**src/hw/turn_on_timing_pkg.sv**
```systemverilog
// Constants, field layouts and carrier types for the turn-on timing block.
// Assumes a PMBus front end that decodes transactions into single-cycle
// command requests on the block's own clock.
//
// Functional notes
// - Wait programmed delay after start, then rise.
// - Delay is a linear-format word, read and write.
// - Delay spans 0 to 127.5 ms, half-ms steps.
// - At least about 100 us delay always.
// - Restore rounds delay to nearest supported value.
// - Out-of-range delay or rise write is rejected, flagged.
// - Whole converter, live updates, nonvolatile backed settings.
// - Reference ramps into band in exactly rise time.
// - Rise 0 to 31.75 ms; below 0.5 ms uses 0.5.
// - Initial rise from storage or pin strap.
// - Slew resolution quantizes long, high-voltage ramps.
// - Timeout from delay end until 85 percent reached.
// - Undervoltage detection enabled only after ramp ends.
// - Timeout limit 0 to 127 ms, half-ms steps.
// - Zero timeout limit disables timeout detection.
// - Writes to timeout limit flagged invalid command.
// - Timeout fault sets three status bits, notifies.
// - Timeout action is one byte, read and write.
// - Bits 7:6 pick ignore, delayed or immediate shutdown.
// - Bits 5:3 pick latch, 1-6 retries, or forever.
// - Bits 2:0 pick shutdown wait and hiccup length.
package turn_on_timing_pkg;
  // Command codes
  localparam logic [7:0]  CMD_DELAY      = 8'h60;
  localparam logic [7:0]  CMD_RAMP       = 8'h61;
  localparam logic [7:0]  CMD_TIMEOUT    = 8'h62;
  localparam logic [7:0]  CMD_ACTION     = 8'h63;
  // Exponents used for stored words, also their reset values
  localparam logic [4:0]  DELAY_EXP      = 5'h1F;
  localparam logic [4:0]  RAMP_EXP       = 5'h1E;
  localparam logic [4:0]  TIMEOUT_EXP    = 5'h1F;
  // Supported ranges, in quarter milliseconds
  localparam logic [17:0] DELAY_Q_MAX    = 18'h001FE;
  localparam logic [17:0] RAMP_Q_MAX     = 18'h0007F;
  localparam logic [17:0] TIMEOUT_Q_MAX  = 18'h001FC;
  localparam logic [10:0] RAMP_MAN_MIN   = 11'h002;
  // Timing in microseconds; one tick is one microsecond
  localparam int          CLK_MHZ        = 200;
  localparam int          TICK_CYCLES    = CLK_MHZ * 1;
  localparam logic [17:0] INIT_DELAY_US  = 18'h00064;
  localparam logic [17:0] HALF_MS_US     = 18'h001F4;
  localparam logic [17:0] QUARTER_MS_US  = 18'h000FA;
  localparam logic [17:0] MS_US          = 18'h003E8;
  // Action byte fields
  localparam int          SEL_HI         = 7;
  localparam int          SEL_LO         = 6;
  localparam int          POL_HI         = 5;
  localparam int          POL_LO         = 3;
  localparam int          WAIT_HI        = 2;
  localparam int          WAIT_LO        = 0;
  localparam logic [1:0]  SEL_IGNORE     = 2'h0;
  localparam logic [1:0]  SEL_DELAYED    = 2'h1;
  localparam logic [1:0]  SEL_IMMEDIATE  = 2'h2;
  localparam logic [2:0]  POL_LATCH      = 3'h0;
  localparam logic [2:0]  POL_FOREVER    = 3'h7;

  typedef struct packed {
    logic        valid;
    logic        write;
    logic [7:0]  code;
    logic [15:0] data;
  } cmd_req_type;

  typedef struct packed {
    logic none_above;
    logic word_vout;
    logic vout_timeout;
    logic cml_data;
    logic cml_cmd;
  } status_type;
endpackage
```
**src/hw/turn_on_timing_control.sv**
```systemverilog
// Turn-on sequencer: delay, soft-start ramp of the reference, startup timeout.
// Commands arrive decoded from a PMBus front end on mclk_in; start and strap
// pins are asynchronous and are synchronised here.
`timescale 1ns/1ps
`default_nettype none
module turn_on_timing_control #(
  parameter logic [10:0] DELAY_MAN_DEFAULT   = 11'h000, // Stored delay, half-ms units
  parameter logic [10:0] RAMP_MAN_DEFAULT    = 11'h014, // Stored rise, quarter-ms units
  parameter logic [10:0] TIMEOUT_MAN_DEFAULT = 11'h000, // Stored limit, half-ms units
  parameter logic [7:0]  ACTION_DEFAULT      = 8'h00    // Stored action byte
) (
  input  wire  logic                           mclk_in,          // Control clock
  input  wire  logic                           rst_in,           // Sync reset, high
  input  wire  turn_on_timing_pkg::cmd_req_type cmd_in,          // Decoded command
  output logic [15:0]                          rdata_out,        // Read data
  output logic                                 rvalid_out,       // Read data valid
  input  wire  logic                           restore_valid_in, // Stored word load
  input  wire  logic [7:0]                     restore_code_in,  // Its command code
  input  wire  logic [15:0]                    restore_data_in,  // Its value
  input  wire  logic                           strap_valid_in,   // Rise strap present
  input  wire  logic [6:0]                     strap_ramp_in,    // Strapped rise
  input  wire  logic                           start_in,         // On/off start level
  input  wire  logic                           vout_85_in,       // Sense above 85 pct
  input  wire  logic [15:0]                    vout_target_in,   // Target DAC code
  input  wire  logic                           clear_faults_in,  // Clear status
  output logic [15:0]                          ref_dac_out,      // Reference DAC code
  output logic                                 power_on_out,     // Stage switching
  output logic                                 uv_enable_out,    // UV detect enable
  output turn_on_timing_pkg::status_type        status_out,       // Sticky status
  output logic                                 alert_out         // Host notify
);
  typedef enum logic [5:0] {
    ST_OFF = 6'h01, ST_DELAY = 6'h02, ST_RISE = 6'h04,
    ST_ON  = 6'h08, ST_HICCUP = 6'h10, ST_LATCH = 6'h20
  } seq_state_type;

  // Linear word to quarter milliseconds, rounded; bit 18 flags inexact, too large
  // (saturated) or negative, negative yields zero so that restore clamps low
  function automatic logic [18:0] to_quarters(input logic [15:0] w);
    logic [5:0]  e;
    logic [4:0]  sh;
    logic [17:0] q;
    logic [17:0] half;
    logic [10:0] mask;
    e = {w[15], w[15:11]} + 6'h02;
    sh = 5'h00;
    q = 18'h00000;
    half = 18'h00000;
    mask = 11'h000;
    if (w[10]) begin
      to_quarters = {1'b1, 18'h00000};
    end else if (!e[5]) begin
      if (e > 6'h07) begin
        to_quarters = {1'b1, 18'h3FFFF};
      end else begin
        to_quarters = {1'b0, 18'({7'h00, w[10:0]} << e[2:0])};
      end
    end else begin
      sh = 5'(6'h00 - e);
      half = 18'h00001 << (sh - 5'h01);
      q = ({7'h00, w[10:0]} + half) >> sh;
      mask = (sh > 5'h0A) ? 11'h7FF : 11'((12'h001 << sh) - 12'h001);
      to_quarters = {|(w[10:0] & mask), q};
    end
  endfunction

  // Pin synchronisers
  logic [1:0]  start_sync_q;
  logic [1:0]  strap_vld_sync_q;
  logic [13:0] strap_sync_q;
  always_ff @(posedge mclk_in) begin
    start_sync_q     <= {start_sync_q[0], start_in};
    strap_vld_sync_q <= {strap_vld_sync_q[0], strap_valid_in};
    strap_sync_q     <= {strap_sync_q[6:0], strap_ramp_in};
  end
  wire start_w = start_sync_q[1];

  // Microsecond tick divider
  logic [7:0] div_q;
  wire        tick_w = (div_q == 8'(turn_on_timing_pkg::TICK_CYCLES - 1));
  always_ff @(posedge mclk_in) begin
    if (rst_in || tick_w) div_q <= 8'h00;
    else div_q <= div_q + 8'h01;
  end

  // Command decode
  wire        wr_w   = cmd_in.valid && cmd_in.write;
  wire        rd_w   = cmd_in.valid && !cmd_in.write;
  wire        is_dly = cmd_in.code == turn_on_timing_pkg::CMD_DELAY;
  wire        is_rmp = cmd_in.code == turn_on_timing_pkg::CMD_RAMP;
  wire        is_tmo = cmd_in.code == turn_on_timing_pkg::CMD_TIMEOUT;
  wire        is_act = cmd_in.code == turn_on_timing_pkg::CMD_ACTION;
  wire        known_w = is_dly || is_rmp || is_tmo || is_act;
  wire [18:0] wq_w   = to_quarters(cmd_in.data);
  wire        dly_ok = !wq_w[18] && !wq_w[0]
                       && wq_w[17:0] <= turn_on_timing_pkg::DELAY_Q_MAX;
  wire        rmp_ok = !wq_w[18] && wq_w[17:0] <= turn_on_timing_pkg::RAMP_Q_MAX;
  wire        act_ok = cmd_in.data[7:6] != 2'h3;
  wire        dly_wr = wr_w && is_dly && dly_ok;
  wire        rmp_wr = wr_w && is_rmp && rmp_ok;
  wire        act_wr = wr_w && is_act && act_ok;
  wire        bad_data_w = wr_w && ((is_dly && !dly_ok) || (is_rmp && !rmp_ok)
                                    || (is_act && !act_ok));
  wire        bad_cmd_w  = cmd_in.valid && (!known_w || (cmd_in.write && is_tmo));

  // Restore: round to the nearest supported value and clamp to range
  wire [18:0] rq_w   = to_quarters(restore_data_in);
  // One less exponent gives half-ms units directly; going through quarters
  // first would round twice and could land one step high
  wire [4:0]  rh_exp  = restore_data_in[15:11] - 5'h01;
  wire [15:0] rh_word = (restore_data_in[15:11] == 5'h10) ? 16'h0000
                        : {rh_exp, restore_data_in[10:0]};
  wire [18:0] rh_w    = to_quarters(rh_word);
  wire [17:0] rq_half = rh_w[17:0];
  wire        rs_dly = restore_valid_in && restore_code_in == turn_on_timing_pkg::CMD_DELAY;
  wire        rs_rmp = restore_valid_in && restore_code_in == turn_on_timing_pkg::CMD_RAMP;
  wire        rs_tmo = restore_valid_in
                       && restore_code_in == turn_on_timing_pkg::CMD_TIMEOUT;
  wire        rs_act = restore_valid_in && restore_code_in == turn_on_timing_pkg::CMD_ACTION
                       && restore_data_in[7:6] != 2'h3;
  wire [10:0] rs_dly_man = (rq_half > 18'h000FF) ? 11'h0FF : rq_half[10:0];
  wire [10:0] rs_rmp_man = (rq_w[17:0] > turn_on_timing_pkg::RAMP_Q_MAX)
                           ? 11'h07F : rq_w[10:0];
  wire [10:0] rs_tmo_man = (rq_half > 18'h000FE) ? 11'h0FE : rq_half[10:0];

  // Settings, held in canonical form; writes take effect at once
  logic [10:0] dly_man_q;
  logic [10:0] rmp_man_q;
  logic [10:0] tmo_man_q;
  logic [7:0]  act_q;
  logic [2:0]  strap_cnt_q;
  wire         strap_take_w = (strap_cnt_q == 3'h3) && strap_vld_sync_q[1];
  always_ff @(posedge mclk_in) begin
    if (rst_in) begin
      dly_man_q   <= DELAY_MAN_DEFAULT;
      rmp_man_q   <= RAMP_MAN_DEFAULT;
      tmo_man_q   <= TIMEOUT_MAN_DEFAULT;
      act_q       <= ACTION_DEFAULT;
      strap_cnt_q <= 3'h0;
    end else begin
      if (strap_cnt_q != 3'h4) strap_cnt_q <= strap_cnt_q + 3'h1;
      if (dly_wr) dly_man_q <= wq_w[11:1];
      else if (rs_dly) dly_man_q <= rs_dly_man;
      if (rmp_wr) rmp_man_q <= wq_w[10:0];
      else if (strap_take_w) rmp_man_q <= {4'h0, strap_sync_q[13:7]};
      else if (rs_rmp) rmp_man_q <= rs_rmp_man;
      if (rs_tmo) tmo_man_q <= rs_tmo_man;
      if (act_wr) act_q <= cmd_in.data[7:0];
      else if (rs_act) act_q <= restore_data_in[7:0];
    end
  end

  // Read port, one cycle after the request
  always_ff @(posedge mclk_in) begin
    if (rst_in) begin
      rdata_out  <= 16'h0000;
      rvalid_out <= 1'b0;
    end else begin
      rvalid_out <= rd_w && known_w;
      if (rd_w && is_dly) rdata_out <= {turn_on_timing_pkg::DELAY_EXP, dly_man_q};
      if (rd_w && is_rmp) rdata_out <= {turn_on_timing_pkg::RAMP_EXP, rmp_man_q};
      if (rd_w && is_tmo) rdata_out <= {turn_on_timing_pkg::TIMEOUT_EXP, tmo_man_q};
      if (rd_w && is_act) rdata_out <= {8'h00, act_q};
    end
  end

  // Durations in microsecond ticks
  wire [10:0] rmp_eff = (rmp_man_q < turn_on_timing_pkg::RAMP_MAN_MIN)
                        ? turn_on_timing_pkg::RAMP_MAN_MIN : rmp_man_q;
  wire [17:0] dly_us  = 18'(dly_man_q * turn_on_timing_pkg::HALF_MS_US);
  wire [17:0] dly_eff = (dly_us < turn_on_timing_pkg::INIT_DELAY_US)
                        ? turn_on_timing_pkg::INIT_DELAY_US : dly_us;
  wire [17:0] rmp_us  = 18'(rmp_eff * turn_on_timing_pkg::QUARTER_MS_US);
  wire [17:0] tmo_us  = 18'(tmo_man_q * turn_on_timing_pkg::HALF_MS_US);
  wire [1:0]  sel_w   = act_q[turn_on_timing_pkg::SEL_HI:turn_on_timing_pkg::SEL_LO];
  wire [2:0]  pol_w   = act_q[turn_on_timing_pkg::POL_HI:turn_on_timing_pkg::POL_LO];
  wire [2:0]  wait_w  = act_q[turn_on_timing_pkg::WAIT_HI:turn_on_timing_pkg::WAIT_LO];
  wire [2:0]  wait_ms = (wait_w == 3'h0) ? 3'h1 : wait_w;
  wire [2:0]  mult_w  = (wait_w == 3'h7) ? 3'h7 : wait_w + 3'h1;
  wire [17:0] wait_us = 18'(wait_ms * turn_on_timing_pkg::MS_US);
  wire [20:0] hic_us  = 21'(mult_w * rmp_us);

  // Sequencer state
  seq_state_type state_q;
  logic [20:0]   tmr_q;
  logic [17:0]   to_cnt_q;
  logic          to_run_q;
  logic          pend_q;
  logic [17:0]   pend_cnt_q;
  logic [2:0]    tries_q;
  logic [17:0]   acc_q;
  logic [17:0]   acc_d;

  wire to_fault_w = to_run_q && tmo_us != 18'h00000 && !vout_85_in
                    && to_cnt_q >= tmo_us;
  wire pend_done  = pend_q && tick_w && pend_cnt_q + 18'h00001 >= wait_us;
  wire shut_now   = (to_fault_w && sel_w == turn_on_timing_pkg::SEL_IMMEDIATE)
                    || (pend_done && !vout_85_in);
  wire give_up    = pol_w == turn_on_timing_pkg::POL_LATCH
                    || (pol_w != turn_on_timing_pkg::POL_FOREVER && tries_q >= pol_w);
  wire dly_done   = tick_w && tmr_q + 21'h000001 >= {3'h0, dly_eff};
  wire rise_done  = tick_w && tmr_q + 21'h000001 >= {3'h0, rmp_us};
  wire hic_done   = tick_w && tmr_q + 21'h000001 >= hic_us;
  wire ramp_more  = acc_q >= rmp_us && ref_dac_out < vout_target_in;

  // Fractional accumulator: each tick adds the target, each overflow steps
  // the DAC by one code; at most one step per clock limits the slope
  always_comb begin
    acc_d = acc_q;
    if (ramp_more) acc_d = acc_q - rmp_us;
    if (tick_w) acc_d = acc_d + {2'h0, vout_target_in};
  end

  // Sequence flow: off, delay, rise, on, hiccup, latched off
  always_ff @(posedge mclk_in) begin
    if (rst_in) begin
      state_q     <= ST_OFF;
      tmr_q       <= 21'h000000;
      tries_q     <= 3'h0;
      acc_q       <= 18'h00000;
      ref_dac_out <= 16'h0000;
    end else begin
      if (tick_w) tmr_q <= tmr_q + 21'h000001;
      unique case (state_q)
        ST_OFF: begin
          tmr_q   <= 21'h000000;
          tries_q <= 3'h0;
          if (start_w) state_q <= ST_DELAY;
        end
        ST_DELAY: if (dly_done) begin
          state_q     <= ST_RISE;
          tmr_q       <= 21'h000000;
          acc_q       <= 18'h00000;
          ref_dac_out <= 16'h0000;
        end
        ST_RISE: begin
          acc_q <= acc_d;
          if (ramp_more) ref_dac_out <= ref_dac_out + 16'h0001;
          if (rise_done) begin
            state_q     <= ST_ON;
            ref_dac_out <= vout_target_in;
          end
        end
        ST_ON: ref_dac_out <= vout_target_in;
        ST_HICCUP: if (hic_done) begin
          state_q <= ST_DELAY;
          tmr_q   <= 21'h000000;
        end
        ST_LATCH: ;
      endcase
      if (shut_now && (state_q == ST_RISE || state_q == ST_ON)) begin
        ref_dac_out <= 16'h0000;
        tmr_q       <= 21'h000000;
        state_q     <= give_up ? ST_LATCH : ST_HICCUP;
        if (!give_up && tries_q != 3'h7) tries_q <= tries_q + 3'h1;
      end
      if (vout_85_in && state_q == ST_ON) tries_q <= 3'h0;
      if (!start_w) begin
        state_q     <= ST_OFF;
        ref_dac_out <= 16'h0000;
      end
    end
  end

  // Startup timeout runs from the end of the delay until 85 percent
  always_ff @(posedge mclk_in) begin
    if (rst_in) begin
      to_run_q   <= 1'b0;
      to_cnt_q   <= 18'h00000;
      pend_q     <= 1'b0;
      pend_cnt_q <= 18'h00000;
    end else begin
      if (state_q == ST_DELAY && dly_done) begin
        to_run_q <= 1'b1;
        to_cnt_q <= 18'h00000;
      end else if (to_fault_w || vout_85_in || !(state_q == ST_RISE || state_q == ST_ON)) begin
        to_run_q <= 1'b0;
      end else if (tick_w) begin
        to_cnt_q <= to_cnt_q + 18'h00001;
      end
      if (to_fault_w && sel_w == turn_on_timing_pkg::SEL_DELAYED) begin
        pend_q     <= 1'b1;
        pend_cnt_q <= 18'h00000;
      end else if (pend_done || !(state_q == ST_RISE || state_q == ST_ON)) begin
        pend_q <= 1'b0;
      end else if (tick_w) begin
        pend_cnt_q <= pend_cnt_q + 18'h00001;
      end
    end
  end

  // Sticky status; a new event in the clearing cycle survives the clear
  always_ff @(posedge mclk_in) begin
    if (rst_in) begin
      status_out <= '0;
    end else begin
      status_out.none_above   <= (status_out.none_above && !clear_faults_in) || to_fault_w;
      status_out.word_vout    <= (status_out.word_vout && !clear_faults_in) || to_fault_w;
      status_out.vout_timeout <= (status_out.vout_timeout && !clear_faults_in) || to_fault_w;
      status_out.cml_data     <= (status_out.cml_data && !clear_faults_in) || bad_data_w;
      status_out.cml_cmd      <= (status_out.cml_cmd && !clear_faults_in) || bad_cmd_w;
    end
  end

  // Outputs decoded from state; alert decoded from sticky status
  assign alert_out     = |status_out;
  assign power_on_out  = state_q == ST_RISE || state_q == ST_ON;
  assign uv_enable_out = state_q == ST_ON;
endmodule
`default_nettype wire

```
**config.mk**
```make
export PLATFORM = sky130hd
export DESIGN_NAME = turn_on_timing_control
export DESIGN_NICKNAME = d
export VERILOG_FILES = /design/src/hw/turn_on_timing_pkg.sv /design/src/hw/turn_on_timing_control.sv
export SDC_FILE = /design/constraint.sdc
export NUM_CORES = 1
export LEC_CHECK = 0
export BUFFER_PORTS_ARGS = -buffer_cell sky130_fd_sc_hd__buf_4
export CORE_MARGIN = 5
export CORE_UTILIZATION = 65
export DETAILED_ROUTE_END_ITERATION = 12
export PLACE_DENSITY = 0.83
export SLEW_MARGIN = 20
export SYNTH_ARGS = -nofsm -noshare
export SYNTH_HDL_FRONTEND = slang
export SYNTH_SLANG_ARGS = --single-unit
```
**constraint.sdc**
```tcl
create_clock -name mclk_in -period 12.3 [get_ports mclk_in]
set_clock_uncertainty 0.15 [all_clocks]
set_input_delay 1.23 -clock mclk_in [delete_from_list [all_inputs] [get_ports mclk_in]]
set_output_delay 1.23 -clock mclk_in [all_outputs]
set_load 0.02 [all_outputs]
```
# ---- Word-level counts from Yosys, hierarchy flattened
# Index checks and enable logic that the tools add are counted.
dict set report op_classes {
  addsub 24
  n_mul 5
  n_lt_le_gt_ge 19
  n_eq_ne 29
  shift 10
  muxes 54
  bitwise_logic 4
  reduce_logical 106
}
# operator n
set op_table {}
lappend op_table {{$mux W18} 10}
lappend op_table {{$mux W16} 7}
lappend op_table {{$mux W11} 10}
lappend op_table {{$eq A8 B7 Y1 const B} 8}
lappend op_table {{$mux W21} 3}
lappend op_table {{$pmux W21 S3} 1}
lappend op_table {{$mux W19} 3}
lappend op_table {{$add A11 B18 Y18} 3}
lappend op_table {{$shl A1 B5 Y18 const A} 3}
lappend op_table {{$shl A11 B3 Y18} 3}
lappend op_table {{$shr A18 B5 Y18} 3}
lappend op_table {{$logic_and A1 B1 Y1} 50}
lappend op_table {{$pmux W16 S3} 1}
lappend op_table {{$ge A21 B18 Y1} 2}
lappend op_table {{$add A18 B1 Y18 const B} 2}
lappend op_table {{$ge A18 B18 Y1} 2}
lappend op_table {{$gt A18 B8 Y1 const B} 2}
lappend op_table {{$pmux W18 S2} 1}
lappend op_table {{$mul A11 B7 Y16 const B} 2}
lappend op_table {{$mux W6} 5}
lappend op_table {{$mux W8} 3}
lappend op_table {{$pmux W6 S4} 1}
lappend op_table {{$add A21 B1 Y21 const B} 1}
lappend op_table {{$ge A21 B21 Y1} 1}
lappend op_table {{56 further kinds} 124}
dict set report word_totals {
  regBits 194
  out_inout_bits 41
  elab_cells 277
}

# ---- Logic depth before layout (Yosys ltp)
# Gate-level depths: netlist of run 1.
dict set report depth {
  ltp_word 18
  ltp_mapped 45
  depth_no_buf 44
}

# ---- Least setup slack after synthesis of run 1
# Ideal clock, no wire load.
dict set report synth_timing {
  path_type {register -> register}
  startpoint {reg rmp_man_q[2]}
  endpoint {reg acc_q[16]}
  setup_ps 122
  t_arrival_ps 9224
  t_required_ps 12028
  path_slack_ps 2804
  stages_incl_launch_ff 43
  path_buffers 2
  cell_sequence {dfxtp_1 clkbuf_1 nor3_1 nand4b_1 nand2_1 inv_1 fa_1 inv_1 fa_1 fa_1 fa_1 ha_1 nand2_1 a21bo_2 and3_1 nor3_1 o21a_1 o21ai_0 (+7 left out) o311a_1 nand2_1 clkbuf_1 a21oi_1 inv_1 fa_1 a21o_1 a21oi_1 o21bai_1 a21o_1 a21oi_1 o21ai_0 o211a_1 o21a_1 o21ai_0 a211o_1 xnor2_1 a221o_1}
}
dict set report synth_via {
  elab_chain_cells 9
  word_cells_on_any_way 10
  cone_classes {2 x add/sub; 1 x mul; 2 x order compare; 4 x mux; 1 x reduce/logical}
}
# item line_no
set synth_rtl {}
lappend synth_rtl {{start, declared} turn_on_timing_control.sv:128} ;# logic [10:0] rmp_man_q;
lappend synth_rtl {{start signal, assigned} turn_on_timing_control.sv:144} ;# if (rmp_wr) rmp_man_q <= wq_w[10:0];
lappend synth_rtl {{start signal, assigned} turn_on_timing_control.sv:145} ;# else if (strap_take_w) rmp_man_q <= {4'h0, strap_sync_q[13:7]};
lappend synth_rtl {{start signal, assigned} turn_on_timing_control.sv:146} ;# else if (rs_rmp) rmp_man_q <= rs_rmp_man;
lappend synth_rtl {{$lt A11 B2 Y1} turn_on_timing_control.sv:168} ;# wire [10:0] rmp_eff = (rmp_man_q < turn_on_timing_pkg::RAMP_MAN_MIN)
lappend synth_rtl {{$mux W11 *} turn_on_timing_control.sv:169} ;# ? turn_on_timing_pkg::RAMP_MAN_MIN : rmp_man_q;
lappend synth_rtl {{$mul A11 B7 Y17 *} turn_on_timing_control.sv:173} ;# wire [17:0] rmp_us = 18'(rmp_eff * turn_on_timing_pkg::QUARTER_MS_US);
lappend synth_rtl {{$ge A18 B18 Y1} turn_on_timing_control.sv:204} ;# wire ramp_more = acc_q >= rmp_us && ref_dac_out < vout_target_in;
lappend synth_rtl {{$logic_and A1 B1 Y1} turn_on_timing_control.sv:204}
lappend synth_rtl {{$mux W18 *} turn_on_timing_control.sv:210} ;# if (ramp_more) acc_d = acc_q - rmp_us;
lappend synth_rtl {{$add A18 B16 Y18} turn_on_timing_control.sv:211} ;# if (tick_w) acc_d = acc_d + {2'h0, vout_target_in};
lappend synth_rtl {{$mux W18 *} turn_on_timing_control.sv:211}
lappend synth_rtl {{$pmux W18 S2 *} turn_on_timing_control.sv:224} ;# unique case (state_q)
lappend synth_rtl {{end signal, assigned} turn_on_timing_control.sv:220} ;# acc_q <= 18'h00000;
lappend synth_rtl {{end signal, assigned} turn_on_timing_control.sv:233} ;# acc_q <= 18'h00000;
lappend synth_rtl {{end signal, assigned} turn_on_timing_control.sv:237} ;# acc_q <= acc_d;
lappend synth_rtl {{end, declared} turn_on_timing_control.sv:191} ;# logic [17:0] acc_q;
# Mark *: on every way between the ends. The rest lies on a longest branch, timed or not.
# A chain may end at the register's enable or synchronous reset.

# ---- Worst setup path in the final report of run 1
dict set report layout_timing {
  startpoint {reg rmp_man_q[5]}
  endpoint {reg acc_q[16]}
}
# The elaborated chain is that of the path after synthesis.

==> insert_results.sql, run 1 <==
INSERT INTO impl_metrics (metric_group, metric, value, unit) VALUES
('floorplanning', 'rows', '75', ''),
('timing', 'worst_slack', '1.33', 'ns'),
('placement', 'hpwl', '66.9', 'mm'),
('clocking', 'holdBufCountCts', '0', ''),
('logic_synthesis', 'synth.avg_cell_area', '7.69', 'um2'),
('floorplanning', 'chipHeight', '216', 'um'),
('logic_synthesis', 'yosys.area.top_type_share', '0.149', ''),
('logic_synthesis', 'number_of_synthesized_flops_with_an_enable_pin', '0', ''),
('finish', 'layout.cell_area.non_filler', '29400', 'um2'),
('timing', 'minimum_period_implied_by_the_final_worst_setup_slack', '10.97', 'ns'),
('placement', 'place.detailed.instances', '4112', ''),
('floorplanning', 'boundaryPins', '121', ''),
('grt', 'maximum_number_of_pins_on_one_net_before_global_route_repair', '63', ''),
('clocking', 'root_buffer', 'clkbuf_16', ''),
('timing', 'slew_violations', '0', ''),
('floorplanning', 'start_util', '0.657', ''),
('logic_synthesis', 'post-synth-top-area-cell', 'ha_1', ''),
('worst_setup_path', 'worst_path_largest_cell_delay', '0.55', 'ns'),
('worst_setup_path', 'critical_path.slowest_cell', 'fa_1', ''),
('finish', 'drive_above_1_share', '0.0793', ''),
('logic_synthesis', 'synth-async-reset-ratio', '0', ''),
('finish', 'final_net_count', '4122', ''),
('timing', 'tightest_slew', '1.01', 'ns'),
('grt', 'antenna_found_initial', '0', ''),
('worst_hold_path', 'worst_hold_class', 'reg2reg', ''),
('drt', 'wire_length_reported_by_the_detailed_router', '85.0', 'mm'),
('logic_synthesis', 'synthMostInstantiatedCell', 'nand2_1', ''),
('logic_synthesis', 'post_synth_instance_area', '27600', 'um2'),
('timing', 'setup-tns-final', '0', 'ns'),
('logic_synthesis', 'ys_top_cells_by_area', 'ha_1 (15%), dfxtp_1 (14%), fa_1 (8.8%)', ''),
('clocking', 'cts_buffers', '17', ''),
('outcome', 'status', 'completed', ''),
('drt', 'detailroute.via_count', '27500', ''),
('power_and_ir_drop', 'cellLeakagePower', '13.4', 'nW'),
('timing', 'setup-violations-final', '0', ''),
('power_and_ir_drop', 'post-layout-total-power', '3.01', 'mW'),
('logic_synthesis', 'synth_cell_types', '108', ''),
('timing', 'number_of_hold_slack_violations_in_the_final_timing_report', '0', ''),
('drt', 'vias_per_cell', '6.64', ''),
('grt', 'grt_pass1_vias', '27000', ''),
('timing', 'fmax', '0.0912', 'GHz'),
('power_and_ir_drop', 'powerDensity', '103', 'nW/um2'),
('timing', 'timing.max_slew.rel_slack', '0.329', ''),
('drt', 'drt-wirelength-per-cell', '20.5', 'um'),
('timing', 'fin_crit_sh', '0.892', ''),
('worst_setup_path', 'path_class', 'reg2reg', ''),
('floorplanning', 'floorplan.die_area', '46700', 'um2'),
('grt', 'globalRouteOverflowTotal', '0', ''),
('logic_synthesis', 'synth_seq_cells', '191', ''),
('clocking', 'cts.repair.resized', '0', ''),
('worst_setup_path', 'timing.critical_path.mode_cell', 'fa_1', ''),
('logic_synthesis', 'synthesis.instances', '3593', ''),
('worst_setup_path', 'critical_path.top_delay_family', 'compound AO/OA/AOI/OAI gates', ''),
('worst_setup_path', 'buffer_and_inverter_count_on_the_worst_path', '4', ''),
('drt', 'residual_drc', '0', ''),
('logic_synthesis', 'top_cells_by_count_synth', 'nand2_1 (340), ha_1 (329), nor2_1 (316), inv_1 (301), a21oi_1 (247)', ''),
('worst_setup_path', 'cp-start-kind', 'register', ''),
('flow_run', 'timing.max_cap.violations', '0', ''),
('clocking', 'tritoncts_num_sinks', '191', ''),
('clocking', 'tritoncts', 'yes', ''),
('clocking', 'postCtsSetupBuffers', '0', ''),
('floorplanning', 'dieWidth', '216', 'um'),
('placement', 'gp_congestion', '1.01', ''),
('finish', 'num_antenna_cells', '0', ''),
('clocking', 'cts.htree.levels', '4', ''),
('grt', 'grt_first_pass_wirelength', '137', 'mm'),
('clocking', 'clk_latency', '0.50', 'ns'),
('placement', 'placement.cell_area', '28800', 'um2'),
('clocking', 'cts.clk_slew.worst_paths', '0.08', 'ns'),
('worst_setup_path', 'critical_path_peak_fanout', '15', ''),
('finish', 'fin_cells', '4144', '');
-- registers in the layout, indices dropped and copies added (netlist names), 13 cells and up --
name / flops
strap_sync_q: 14
pend_cnt_q: 18
ref_dac_out: 16
tmr_q: 21
rdata_out: 13
to_cnt_q: 18
acc_q: 18
-- cells in the final DEF, fill, tap and decap left out, types with 17 or more instances in the layout --
cell / synthesis / final
nand2_1: 340 / 340
ha_1: 329 / 329
xor2_1: 77 / 75
o221ai_1: 19 / 19
buf_4: 6 / 152
o2111ai_1: 20 / 20
inv_1: 301 / 301
a211oi_1: 54 / 54
mux2i_1: 64 / 64
o31ai_1: 24 / 24
o21ai_0: 166 / 166
clkbuf_16: 0 / 17
a21oi_1: 247 / 246
nor2b_1: 29 / 29
nand2b_1: 33 / 33
fa_1: 121 / 121
and2_1: 55 / 55
nor3b_1: 17 / 17
nor2_1: 316 / 316
o211ai_1: 24 / 24
or2_2: 21 / 21
or3_1: 23 / 23
a21o_1: 82 / 82
nor4_1: 25 / 24
nand3_1: 93 / 93
nor3_1: 99 / 99
a31oi_1: 37 / 37
o21a_1: 33 / 33
dfxtp_1: 191 / 191
and3_1: 36 / 36
nand4_1: 39 / 39
o21bai_1: 26 / 26
mux2_2: 28 / 28
xnor2_1: 145 / 145
-- where the power goes --
group | switching (mW) | internal (mW)
Sequential | 0.0131 | 0.630
Clock | 0.311 | 0.283
Combinational | 1.13 | 0.652
-- final timing paths --
kind / cells after the start / endpoint / start / slack [ns]
max reg2reg: 38 / acc_q[16]$_SDFFE_PP0P_ / rmp_man_q[5]$_SDFFE_PP0P_ / 1.33
min reg2reg: 0 / strap_sync_q[11]$_DFF_P_ / strap_sync_q[4]$_DFF_P_ / 0.18
max: 38 / acc_q[16]$_SDFFE_PP0P_ / rmp_man_q[5]$_SDFFE_PP0P_ / 1.33
min: 0 / strap_sync_q[11]$_DFF_P_ / strap_sync_q[4]$_DFF_P_ / 0.18
-- layout make-up --
| class | count | area [um2] |
|---|---|---|
| multi-input cells | 2924 | 22000 |
| fillers | 3421 | 12600 |
| flip-flops and latches | 191 | 3820 |
| inverters | 306 | 1150 |
| repair buffers | 152 | 1140 |
| well taps | 539 | 674 |
| clock buffers | 18 | 439 |
| clock inverters | 14 | 183 |
-- layer usage --
metal	vias to the layer above	GRT usage	wire length, um
met5	-	0	0
met4	0	0.186	4800
met3	308	0.0551	5960
met2	1306	0.605	40300
met1	13000	0.433	34000
li1	12900	-	-
-- cell families (layout without fill, tap and decap cells) --
kind of cell,after synthesis,count (layout),share of synthesized area
buffers and inverters,478,490,0.0667
DFF,191,191,0.138
muxes,99,99,0.0400
adders and majority gates,452,452,0.237
AOI/OAI and AO/OA,950,950,0.233
and+or+nand+nor,1193,1193,0.209
xor gates and xnor gates,230,230,0.0755
Power figures use the tool's default switching activity.
==> run 2: changes to the inputs <==
--- a/config.mk
+++ b/config.mk
@@ -6,10 +6,9 @@
 export NUM_CORES = 1
 export LEC_CHECK = 0
 export BUFFER_PORTS_ARGS = -buffer_cell sky130_fd_sc_hd__buf_4
-export CORE_MARGIN = 5
-export CORE_UTILIZATION = 65
+export CORE_UTILIZATION = 55
 export DETAILED_ROUTE_END_ITERATION = 12
-export PLACE_DENSITY = 0.83
+export PLACE_DENSITY = 0.72
 export SLEW_MARGIN = 20
 export SYNTH_ARGS = -nofsm -noshare
 export SYNTH_HDL_FRONTEND = slang
==> run 2 against run 1 <==
Compared with the run above:
- first-iteration DRC count down 9.3%
- count of clock-buffer cells in the layout up 2
- largest power group unchanged
- hold slack worse by 0.0049 ns
- wire length up 0.24%
- power down 2.2%
- setup slack better by 0.15 ns
- sequential share of layout area about the same
- sequential power about the same
- global-route usage down 2.3 points
- critical endpoint unchanged
- via count down 1.1%
==> insert_results.sql, run 2 (synthesis gave the netlist of run 1 again) <==
INSERT INTO impl_metrics (metric_group, metric, value, unit) VALUES
('outcome', 'status', 'completed', ''),
('timing', 'setup-violations-final', '0', ''),
('grt', 'antenna_found_initial', '1', ''),
('timing', 'slew_violations', '0', ''),
('worst_setup_path', 'required', '12.53', 'ns'),
('worst_setup_path', 'crit_path_end_kind', 'register', ''),
('power_and_ir_drop', 'swShare', '0.473', ''),
('floorplanning', 'start_util', '0.561', ''),
('power_and_ir_drop', 'powerDensity', '99.9', 'nW/um2'),
('worst_setup_path', 'cp_num_cells', '38', ''),
('power_and_ir_drop', 'power.ir.vdd_worst', '119', 'uV'),
('worst_setup_path', 'critical_path.top_delay_family', 'compound AO/OA/AOI/OAI gates', ''),
('drt', 'residual_drc', '0', ''),
('finish', 'multi_input_gate_area_in_the_final_layout', '22000', 'um2'),
('finish', 'layout_commonest_cell', 'nand2_1', ''),
('placement', 'gp_congestion', '0.994', ''),
('finish', 'num_antenna_cells', '0', ''),
('clocking', 'clk_latency', '0.49', 'ns'),
('floorplanning', 'rows', '81', ''),
('clocking', 'holdBufCountCts', '0', ''),
('grt', 'grt_pass1_vias', '26000', ''),
('power_and_ir_drop', 'switchingPower', '1.39', 'mW'),
('timing', 'minimum_period_implied_by_the_final_worst_setup_slack', '10.82', 'ns'),
('clocking', 'root_buffer', 'clkbuf_16', ''),
('power_and_ir_drop', 'power_frac_comb', '0.594', ''),
('worst_setup_path', 'worstSetupStartpoint', 'rmp_man_q[5]$_SDFFE_PP0P_', ''),
('worst_setup_path', 'critical_path.slowest_cell', 'fa_1', ''),
('worst_setup_path', 'critical_r2r_capture', 'acc_q[16]$_SDFFE_PP0P_', ''),
('power_and_ir_drop', 'cellLeakagePower', '13.4', 'nW'),
('placement', 'hpwl', '67.9', 'mm'),
('power_and_ir_drop', 'power_report.internal_total', '1.55', 'mW'),
('floorplanning', 'chipHeight', '226', 'um'),
('grt', 'grt_first_pass_wirelength', '135', 'mm'),
('finish', 'fin_cells', '4272', ''),
('drt', 'detail-route-antenna-nets', '0', ''),
('clocking', 'cts_buffers', '17', ''),
('timing', 'worst_slack', '1.48', 'ns'),
('worst_setup_path', 'path_class', 'reg2reg', ''),
('timing', 'rsz0062_at_grt', 'no', ''),
('flow_run', 'timing.max_cap.violations', '0', ''),
('clocking', 'cts.repair.resized', '0', ''),
('worst_hold_path', 'worst_hold_class', 'reg2reg', ''),
('worst_setup_path', 'timing.critical_path.mode_cell', 'fa_1', ''),
('power_and_ir_drop', 'power_frac_seq', '0.218', ''),
('placement', 'placement.cell_area', '28900', 'um2'),
('finish', 'sequential_cell_area', '3820', 'um2'),
('clocking', 'cts.htree.levels', '4', ''),
('placement', 'pre_cts_slack', '1.65', 'ns'),
('finish', 'drive_above_1_share', '0.0790', ''),
('drt', 'detailroute.via_count', '27200', ''),
('worst_setup_path', 'crit-reg2reg-launch', 'rmp_man_q[5]$_SDFFE_PP0P_', ''),
('worst_setup_path', 'r2r_slack', '1.48', 'ns'),
('placement', 'placement.io_buffers', '120', ''),
('grt', 'grt_util_all_layers', '0.332', ''),
('timing', 'tightest_slew', '1.22', 'ns'),
('clocking', 'postCtsSetupBuffers', '0', ''),
('finish', 'most-common-layout-cells', 'nand2_1 (340), ha_1 (329), nor2_1 (316), inv_1 (301), a21oi_1 (247)', ''),
('drt', 'wire_length_reported_by_the_detailed_router', '85.2', 'mm'),
('floorplanning', 'floorplan.die_area', '51100', 'um2'),
('finish', 'registers.top_by_ff_count', 'tmr_q', ''),
('clocking', 'tritoncts', 'yes', ''),
('finish', 'synthesis_to_layout_area_growth', '6.74', '%'),
('grt', 'maximum_number_of_pins_on_one_net_before_global_route_repair', '59', ''),
('worst_setup_path', 'cp-start-kind', 'register', ''),
('timing', 'fin_crit_sh', '0.879', ''),
('worst_setup_path', 'buffer_and_inverter_count_on_the_worst_path', '4', ''),
('drt', 'drt-wirelength-per-cell', '20.0', 'um'),
('drt', 'drt_iter0_drc', '2474', ''),
('worst_setup_path', 'critical_path_peak_fanout', '15', ''),
('worst_setup_path', 'timing.critical_path.to', 'acc_q[16]$_SDFFE_PP0P_', ''),
('floorplanning', 'dieWidth', '226', 'um'),
('finish', 'layout.cell_area.non_filler', '29500', 'um2'),
('power_and_ir_drop', 'post-layout-total-power', '2.95', 'mW'),
('worst_setup_path', 'crit_arrival', '11.04', 'ns'),
('timing', 'fmax', '0.0925', 'GHz'),
('timing', 'number_of_hold_slack_violations_in_the_final_timing_report', '0', ''),
('timing', 'setup-tns-final', '0', 'ns'),
('clocking', 'tritoncts_num_sinks', '191', ''),
('placement', 'place.detailed.instances', '4240', ''),
('drt', 'vias_per_cell', '6.37', ''),
('worst_setup_path', 'r2r.worst_path.cells', '38', ''),
('grt', 'globalRouteOverflowTotal', '0', ''),
('floorplanning', 'boundaryPins', '121', ''),
('clocking', 'cts.path.max_buffers', '2', ''),
('finish', 'largest_register_ffs', '21', ''),
('drt', 'dr.pass1.iters', '6', ''),
('timing', 'timing.max_slew.rel_slack', '0.189', ''),
('finish', 'final_net_count', '4125', ''),
('floorplanning', 'floorplan.core_area', '49300', 'um2'),
('worst_setup_path', 'worst_path_largest_cell_delay', '0.55', 'ns'),
('power_and_ir_drop', 'pwr-share-clk', '0.188', ''),
('clocking', 'cts.clk_slew.worst_paths', '0.08', 'ns'),
('finish', 'layout.filler_cells', '4638', '');
## run 2: changes by cell type in the layout (fill, tap and decap cells not counted), moves of 2 or more
cell / delta
buf_4: +3
xor2_1: +2
clkinv_2: +3
xor2_2: -2
clkinv_8: -6
inv_8: +2
inv_12: -2
## run 2: routing by layer
layer | vias up | track usage | wire length, um
met4 | 2 | 0.166 | 4130
met3 | 223 | 0.0399 | 5040
met5 | - | 0 | 9
met2 | 1081 | 0.574 | 40900
li1 | 12900 | - | -
met1 | 13000 | 0.404 | 35100
## run 2: layout make-up
type	count	area share
timing repair buffer	155	0.0395
clock buffer	20	0.0155
sequential	191	0.130
multi-input combinational	2924	0.745
inverter	306	0.0389
clock inverter	12	0.00331
tap	664	0.0282
## run 2: how the worst min path moves through the flow
| stage | from | endpoint | slack (ns) | depth (start not counted) |
|---|---|---|---|---|
| detailed placement | strap_sync_q[1]$_DFF_P_ | strap_sync_q[8]$_DFF_P_ | 0.16 | 0 |
| finish | strap_vld_sync_q[0]$_DFF_P_ | strap_vld_sync_q[1]$_DFF_P_ | 0.18 | 0 |
| CTS | strap_vld_sync_q[0]$_DFF_P_ | strap_vld_sync_q[1]$_DFF_P_ | 0.18 | 0 |
| global route | strap_vld_sync_q[0]$_DFF_P_ | strap_vld_sync_q[1]$_DFF_P_ | 0.18 | 0 |
| floorplan | start_sync_q[0]$_DFF_P_ | start_sync_q[1]$_DFF_P_ | 0.16 | 0 |
| global placement | strap_sync_q[1]$_DFF_P_ | strap_sync_q[8]$_DFF_P_ | 0.16 | 0 |
## run 2: stage by stage
stage,util,hold WS [ns]
floorplan,-,0.160
global placement,0.588,0.160
detailed placement,0.588,0.163
CTS,0.599,0.180
global route,0.599,0.185
finish,0.599,0.177
## run 2: power groups by stage
stage | combinational, mW | clock (mW) | sequential [mW]
final | 1.75 | 0.553 | 0.643
after global routing | 1.93 | 0.583 | 0.645
after CTS | 1.72 | 0.561 | 0.643
after detailed placement | 1.71 | 0 | 0.657
after global placement | 1.68 | 0 | 0.656
after floorplan | 1.29 | 0 | 0.652
